## src/rtl/rcsc_pkg.sv

```systemverilog
// Package for the reference clock start-up control block
`default_nettype none
package rcsc_pkg;

  // Start-up hold-off, counted in slow ticks (low-power oscillator or divided external clock)
  localparam logic [4:0]  RCSC_WAIT_DEFAULT  = 5'h05;
  localparam logic [4:0]  RCSC_WAIT_MAX      = 5'h1f;
  // External 32 kHz slow clock is divided by this before use
  localparam int          RCSC_EXT_DIV       = 32;
  localparam logic [4:0]  RCSC_EXT_DIV_LAST  = 5'h1f;
  // Reference frequency in kHz units, reset value 26 MHz
  localparam logic [15:0] RCSC_FREQ_DEFAULT  = 16'h6590;
  localparam logic [15:0] RCSC_FREQ_STEP_KHZ = 16'h00fa;
  localparam logic [15:0] RCSC_FREQ_MIN_CELL = 16'h1e00;
  localparam logic [15:0] RCSC_FREQ_MAX_CELL = 16'h9600;
  // Crystal trim: 6-bit code, capacitor step in fF, series load step in fF
  localparam int          RCSC_TRIM_W        = 6;
  localparam logic [5:0]  RCSC_TRIM_DEFAULT  = 6'h1f;
  localparam logic [15:0] RCSC_TRIM_CAP_FF   = 16'h006e;
  localparam logic [15:0] RCSC_TRIM_LOAD_FF  = 16'h0037;

  // Start-up sequencer states, Gray coded
  typedef enum logic [1:0] {
    RCSC_IDLE = 2'b00,
    RCSC_WAIT = 2'b01,
    RCSC_RUN  = 2'b11
  } rcsc_state_t;

  // Configuration carried into the block
  typedef struct packed {
    logic [4:0]  startup_wait_setting;
    logic [15:0] ref_freq_setting;
    logic [5:0]  crystal_trim_setting;
    logic        ext_slow_clk_sel;
  } rcsc_cfg_t;

  // Analog trim outputs
  typedef struct packed {
    logic [5:0]  trim_capacitor;
    logic [15:0] trim_cap_ff;
    logic [15:0] trim_load_ff;
  } rcsc_trim_t;

endpackage : rcsc_pkg
`default_nettype wire

```

## src/rtl/rcsc_slow_tick.sv

```systemverilog
// Slow-clock tick generator with optional divide of the external clock
`timescale 1ns/1ps
`default_nettype none
module rcsc_slow_tick (
  input  wire logic core_clk,
  input  wire logic srst,
  input  wire logic ext_sel,
  input  wire logic low_power_osc,
  input  wire logic ext_slow_clk,
  output var  logic tick
);
  import rcsc_pkg::*;

  typedef struct packed {
    logic       osc_q;
    logic       ext_q;
    logic [4:0] div;
    logic       tick;
  } rcsc_tick_st_t;

  rcsc_tick_st_t st;
  rcsc_tick_st_t next_st;

  // Rising edges of the chosen slow clock; external one counted down by 32
  always_comb begin
    next_st       = st;
    next_st.osc_q = low_power_osc;
    next_st.ext_q = ext_slow_clk;
    next_st.tick  = 1'b0;
    if (ext_sel) begin
      if (ext_slow_clk && !st.ext_q) begin
        next_st.div = st.div + 5'h01;
        if (st.div == RCSC_EXT_DIV_LAST) begin
          next_st.tick = 1'b1;
        end
      end
    end else begin
      next_st.div  = 5'h00;
      next_st.tick = low_power_osc && !st.osc_q;
    end
  end

  // State register
  always_ff @(posedge core_clk) begin
    if (srst) begin
      st <= '0;
    end else begin
      st <= next_st;
    end
  end

  assign tick = st.tick;
endmodule // rcsc_slow_tick
`default_nettype wire

```

## src/rtl/rcsc_ctrl.sv

```systemverilog
// Reference clock start-up control: firmware hold-off and clock settings
// How it works
// - Hold firmware after clock request, default five
// - Programmed wait 1..31 slow cycles replaces default
// - Wait setting zero means five cycles
// - External 32 kHz slow clock divided by 32
// - Reference frequency held in kHz, default 26000
// - Any nonzero 250 kHz multiple is a valid setting
// - Ten listed cellular frequencies from 7680 to 38400 kHz also accepted
// - Trim capacitor equals 110 fF times code
// - Each trim step adds 55 fF load

// Sequencer walk
//   IDLE: waits for a rising clock request. The wait setting is latched as
//         the target here, so a later load of the wait setting only affects the
//         next request, never the hold-off already under way.
//   WAIT: counts slow ticks from zero while busy is shown and firmware is
//         held. Dropping the request returns to IDLE and discards the count.
//   RUN:  firmware may run until the request drops. A request must fall
//         and rise again before another hold-off starts.
//
// Timing
//   The request is seen on the clock after it rises and busy follows on
//   that same edge. Each slow tick is one clock late (edge detect plus a
//   register), so the release lands one clock after the edge that carries
//   the last tick of the count.
//   The first tick after a request can come anywhere within one slow
//   period, so the real hold-off lies between N-1 and N slow periods plus
//   a few clocks. Pick the wait setting with that margin in mind.
//
// Slow clock choice
//   The source selector is taken from the stored settings, not straight
//   from the input word, so the tick source only changes on a load.
//   The external divider runs freely while it is selected; a request does
//   not re-phase it, which keeps the tick period steady.
//
// Settings
//   The frequency word is stored exactly as loaded, whatever its value;
//   the valid flag only reports whether it is a nonzero 250 kHz multiple
//   or one of the listed cellular codes.
//   The trim outputs follow the stored code one clock later, giving the
//   capacitor value per side and the effective load across the crystal.
//
// Reset
//   Reset is synchronous. It clears the sequencer to IDLE, restores the
//   default frequency word and the mid-scale trim code, and clears the
//   trim outputs until the first clock after release.
//   Every output comes from the state register, never from an input.
`timescale 1ns/1ps
`default_nettype none
module rcsc_ctrl (
  input  wire logic                 core_clk,
  input  wire logic                 srst,
  input  wire logic                 clk_request,
  input  wire logic                 low_power_osc,
  input  wire logic                 ext_slow_clk,
  input  wire logic                 cfg_load,
  input  wire rcsc_pkg::rcsc_cfg_t  cfg_in,
  output var  logic                 firmware_run,
  output var  logic                 holdoff_busy,
  output var  logic                 freq_valid,
  output var  logic [15:0]          ref_freq_setting,
  output var  rcsc_pkg::rcsc_trim_t trim_out
);
  import rcsc_pkg::*;

  typedef struct packed {
    // Sequencer
    rcsc_state_t state;
    logic        req_q;
    logic [4:0]  count;
    logic [4:0]  target;
    // Stored settings
    logic [4:0]  wait_cfg;
    logic        ext_sel;
    logic [15:0] freq;
    logic        freq_ok;
    logic [5:0]  trim;
    // Registered outputs
    rcsc_trim_t  trim_o;
    logic        run;
    logic        busy;
  } rcsc_ctrl_st_t;

  rcsc_ctrl_st_t st;
  rcsc_ctrl_st_t next_st;
  logic          slow_tick;

  // Slow tick from internal oscillator or divided external clock
  rcsc_slow_tick u_tick (
    .core_clk      (core_clk),
    .srst          (srst),
    .ext_sel       (st.ext_sel),
    .low_power_osc (low_power_osc),
    .ext_slow_clk  (ext_slow_clk),
    .tick          (slow_tick)
  );

  // Listed cellular reference codes in kHz that are not 250 kHz multiples
  localparam int          RCSC_CELL_N = 10;
  localparam logic [15:0] RCSC_CELL_FREQ [RCSC_CELL_N] = '{
    16'h1e00, // 7.68 MHz
    16'h3840, // 14.40 MHz
    16'h3c00, // 15.36 MHz
    16'h3f48, // 16.20 MHz
    16'h41a0, // 16.80 MHz
    16'h4b00, // 19.20 MHz
    16'h4bf0, // 19.44 MHz
    16'h4ce0, // 19.68 MHz
    16'h4d58, // 19.80 MHz
    16'h9600  // 38.40 MHz
  };

  // True for a nonzero 250 kHz multiple
  function automatic logic freq_step_ok_f(input logic [15:0] f);
    return ((f % RCSC_FREQ_STEP_KHZ) == 16'h0000) && (f != 16'h0000);
  endfunction

  // True for one of the listed cellular codes
  function automatic logic freq_cell_ok_f(input logic [15:0] f);
    logic hit;
    hit = 1'b0;
    for (int i = 0; i < RCSC_CELL_N; i++) begin
      if (f == RCSC_CELL_FREQ[i]) begin
        hit = 1'b1;
      end
    end
    return hit;
  endfunction

  // Accept a frequency that is a nonzero 250 kHz multiple or a listed cellular value
  function automatic logic freq_ok_f(input logic [15:0] f);
    return freq_step_ok_f(f) || freq_cell_ok_f(f);
  endfunction

  // Configuration, hold-off sequencer and trim mapping
  always_comb begin
    next_st       = st;
    // Request history for the rising-edge test
    next_st.req_q = clk_request;
    // Settings load; the wait setting is only used at the next request
    if (cfg_load) begin
      next_st.wait_cfg = cfg_in.startup_wait_setting;
      next_st.ext_sel  = cfg_in.ext_slow_clk_sel;
      next_st.freq     = cfg_in.ref_freq_setting;
      next_st.freq_ok  = freq_ok_f(cfg_in.ref_freq_setting);
      next_st.trim     = cfg_in.crystal_trim_setting;
    end
    // Trim outputs follow the stored code one clock later
    next_st.trim_o.trim_capacitor = st.trim;
    next_st.trim_o.trim_cap_ff    = 16'(st.trim) * RCSC_TRIM_CAP_FF;
    next_st.trim_o.trim_load_ff   = 16'(st.trim) * RCSC_TRIM_LOAD_FF;
    // Hold-off sequencer
    unique case (st.state)
      RCSC_IDLE: begin
        // A fresh rise restarts the count and latches the target
        if (clk_request && !st.req_q) begin
          next_st.state  = RCSC_WAIT;
          next_st.count  = 5'h00;
          next_st.target = (st.wait_cfg == 5'h00) ? RCSC_WAIT_DEFAULT
                                                  : st.wait_cfg;
        end
      end
      RCSC_WAIT: begin
        // Dropping the request abandons the count
        if (!clk_request) begin
          next_st.state = RCSC_IDLE;
        end else if (slow_tick) begin
          next_st.count = st.count + 5'h01;
          // Release on the tick that completes the count
          if (st.count + 5'h01 == st.target) begin
            next_st.state = RCSC_RUN;
          end
        end
      end
      RCSC_RUN: begin
        // Firmware runs until the request is withdrawn
        if (!clk_request) begin
          next_st.state = RCSC_IDLE;
        end
      end
      // The unused code falls back to idle
      default: next_st.state = RCSC_IDLE;
    endcase
    // Flags come from the next state so both outputs stay registered
    next_st.run  = (next_st.state == RCSC_RUN);
    next_st.busy = (next_st.state == RCSC_WAIT);
  end

  // State register with reset values
  always_ff @(posedge core_clk) begin
    if (srst) begin
      // Every field named so the values after reset are plain to see
      st.state    <= RCSC_IDLE;
      st.req_q    <= 1'b0;
      st.count    <= 5'h00;
      st.target   <= 5'h00;
      st.wait_cfg <= 5'h00;
      st.ext_sel  <= 1'b0;
      st.freq     <= RCSC_FREQ_DEFAULT;
      st.freq_ok  <= 1'b1;
      st.trim     <= RCSC_TRIM_DEFAULT;
      st.trim_o   <= '0;
      st.run      <= 1'b0;
      st.busy     <= 1'b0;
    end else begin
      st <= next_st;
    end
  end

  // Sequencer flags
  assign firmware_run     = st.run;
  assign holdoff_busy     = st.busy;

  // Settings status and trim
  assign freq_valid       = st.freq_ok;
  assign ref_freq_setting = st.freq;
  assign trim_out         = st.trim_o;
endmodule // rcsc_ctrl
`default_nettype wire

```

## config.mk

```make
export PLATFORM = sky130hd
export DESIGN_NAME = rcsc_ctrl
export DESIGN_NICKNAME = d
export VERILOG_FILES = /design/src/rtl/rcsc_pkg.sv /design/src/rtl/rcsc_slow_tick.sv /design/src/rtl/rcsc_ctrl.sv
export SDC_FILE = /design/constraint.sdc
export NUM_CORES = 1
export LEC_CHECK = 0
export BUFFER_PORTS_ARGS = -buffer_cell sky130_fd_sc_hd__buf_2
export CORE_AREA = 2 2 106 108
export DETAILED_ROUTE_END_ITERATION = 10
export DIE_AREA = 0 0 108 110
export PLACE_DENSITY = 0.82
export RECOVER_POWER = 50
export SETUP_SLACK_MARGIN = 0.4
export SLEW_MARGIN = 20
export SYNTH_ARGS = -nofsm -noshare
export SYNTH_HDL_FRONTEND = slang
export SYNTH_SLANG_ARGS = --single-unit
```

## constraint.sdc

```tcl
create_clock -name core_clk -period 14.56 [get_ports core_clk]
set_clock_uncertainty 0.2 [all_clocks]
set_input_delay 0.728 -clock core_clk [delete_from_list [all_inputs] [get_ports core_clk]]
set_output_delay 0.728 -clock core_clk [all_outputs]
set_load 0.005 [all_outputs]
```

==> results.md <==
* Slack of the critical path at 6.80 ns
* Initial antenna violation count at 1
* Initial DRC count at approximately 400
* Share of layout cells above drive strength 1 at 0.128
* Failing checks: capacitance limit, slew limit
* P per Cell Area at 122 nW/um2
* Number of flops mapped to enable cells by yosys at 0
* TritonCTS clock tree: yes
* Clock Path Buffers at 2
* Post-Synth Adder-Cell Area at 0.0929
* Synth Area in XOR/XNOR at 0.0455
* Final net count at about 850
* Root Driver: clkbuf_8
* Mean cell area of the mapped netlist at 8.09 um2
* Worst Hold Class: reg -> reg
* H-Tree Depth at 3
* Rel. slew slack at -0.513
* Postcts setup bufs at 0
* Chip width at about 110 um
* Simple-Gate Fraction of Synth Area at 0.219
* Post-CTS Resized at 0
* Clock transition at path regs at 0.09 ns
* Drt total wl at around 15 mm
* Clk sinks at 69
* Period minus WS final at 7.76 ns
* Grt ovf at 0
* Fill cells at around 1000
* Final hold vios at 0
* Post-synth ARST share at 0
* Syn Std Cell Area at 6330 um2
* Top FF cell, synth: dfxtp_1
* Multiplexer share of the synthesized area at 0.0733
* Dpl hpwl at roughly 11 mm
* MaxCap Viol Count at 1
* Period utilisation layout at 0.533
* Pleak at 0.00269 uW
* Area Growth Syn to Fin at 2.63%
* Fmax at 129 MHz
* CTS Buf Count at 9
* I/O pins at 91
* Worst vdd ir at roughly 0.000064 V
* Pre-CTS setup slack at around 6.6 ns
* Die Y at 110 um
* Hold path start: ref_freq_setting[4]$_SDFFE_PP1P_
* Outcome: finished, violations left
* Setup crit start: cfg_in[18]
* First-pass GRT wire length at 25.4 mm
* Core box area at 10700 um2
* Core Rows at 38
* Vias in the first global route at 5450
* Synth Area in Compound Gates at 0.228
* WL/cell at 16.8 um
* Max Slew Vio Count at 53
* Worst-skew pair later-pin latency at 0.36 ns
* CP Launch Type: input port
* Tot Pwr at 794 uW
* Die area at 11900 um2
* Crit path kind: in -> reg
* Largest net degree at the start of global routing at 53
* Syn. warnings at 0
* Final setup TNS at 0 ns
* RSZ-0062 raised after global routing: no
* Slew @ Worst Pin at 2.27 ns
* Critical Path Sink Type: flip-flop
* Hold buffers post-CTS at 0
* Final setup viols at 0
* Reg2reg start: next_st[37]$_SDFFE_PP1P_
* Port Buffers at 82
* Drt via density at 6.35
* Antenna Nets Post-Route at 0
* Via count at roughly 5800
* Count of cell types in the netlist at roughly 90
* Critical Path AT at slightly below 8 ns
* DRC viols at 0
* Sequential area share after synthesis at 0.218
* Worst-path maximum fanout at 18
* Post-synthesis register bit count at 69
* Starting Density at 0.592
* First-pass DRT Iterations at 5
* Largest family of logic cells by synthesized area: compound AO/OA/AOI/OAI gates
* All-layer global routing usage at 0.262
* Mapped Cells at 782
* Gp weighted congestion at 0.922
* CP required at ~15 ns
==> area by class of cell <==
cell class | instances | area, um2 | area share
Multi-Input combinational cell | 576 | 4200 | 0.646
Tap cell | 140 | 175 | 0.0270
Antenna cell | 1 | 2.50 | 0.000385
Timing Repair Buffer | 82 | 379 | 0.0584
Inverter | 37 | 139 | 0.0214
Clock buffer | 10 | 138 | 0.0212
Sequential cell | 69 | 1380 | 0.213
Clock inverter | 6 | 86.3 | 0.0133
==> logic make-up after synthesis <==
| logic type | after synthesis |
|---|---|
| flops | 69 |
| fa+ha+maj | 42 |
| buf+inv | 144 |
| compound gates | 188 |
| other cells | 1 |
| simple gates | 260 |
| xor+xnor | 32 |
| mux | 46 |
==> path summary, 6_finish.rpt <==
path                                           end  slack [ns]  cells past startpoint
hold / removal    ref_freq_setting[4]$_SDFFE_PP1P_        0.27                      2
hold reg to reg   ref_freq_setting[4]$_SDFFE_PP1P_        0.27                      2
setup reg to reg           trim_out[11]$_SDFF_PP0_       10.42                     16
setup / recovery           freq_valid$_SDFFE_PP1P_        6.80                     21
==> stage by stage <==
step	utilization	hold WS, ns	area (um2)	std cells
floorplan	-	0.243	6360	789
global placement	0.589	0.261	6300	904
detailed placement	0.589	0.258	6300	904
CTS	0.610	0.278	6530	920
global route	0.607	0.302	6490	920
finish	0.607	0.275	6500	921
==> flip-flops by register name, indices dropped and copies added (netlist names) <==
name              cells
holdoff_busy          1
u_tick.tick           1
st                   19
u_tick.st             7
ref_freq_setting     16
trim_out             17
freq_valid            1
firmware_run          1
next_st               6
==> where the power goes <==
part	switching [uW]	leakage, uW	internal (uW)
Combinational	233	0.00201	164
Sequential	10.5	0.000569	208
Clock	77.8	0.000112	101
==> synthesized netlist by cell type, types with 14 or more instances <==
cell type	number	area share
mux2i_1	43	0.068
nand2_1	46	0.027
nor3_1	16	0.013
buf_4	57	0.068
o21ai_0	26	0.021
buf_2	14	0.011
ha_1	27	0.053
dfxtp_1	69	0.22
inv_1	35	0.021
a21oi_1	31	0.025
nand3_1	22	0.017
clkbuf_1	29	0.017
nor2b_1	18	0.018
xnor2_1	21	0.029
a31oi_1	14	0.014
nor2_1	73	0.043
==> layer usage <==
metal  GRT usage  vias to the layer above  part of all wire  wire length, um
li1            -                     2781                 -                -
met1       0.316                     2743              0.41             6350
met2       0.473                      274              0.49             7660
met3      0.0341                       46             0.070             1080
met4       0.105                        0             0.026              399
met5           0                        -                 0                0
==> cell usage in the layout, fill, tap and decap left out, drive strengths merged, types with 15 or more instances in the layout <==
master   n
o21ai   30
mux2i   43
nand2   46
dfxtp   69
inv     36
xnor2   22
nor3    17
a21oi   31
nand3   22
ha      27
nor2b   18
a31oi   15
nor2    73
buf     59
clkbuf  33
==> worst max-delay path, cell delays in order <==
cell       delay [ns]
buf_2            0.29
and4_1           0.56
mux2i_1          0.29
a22oi_1          0.13
o2111ai_1        0.32
nand3_1          0.26
a21oi_1          0.72
mux2_2           0.44
o2bb2ai_1        0.13
o2111a_1         0.29
nor3_4           0.63
nor4_1           0.14
o31ai_2          0.64
a31oi_4          0.23
a2111oi_0        0.46
o2111ai_1        0.44
a31oi_1          0.36
nor2_1           0.12
o311ai_0         0.36
a31oi_1          0.14
a22oi_1          0.18
(Power assumes the default switching activity.)
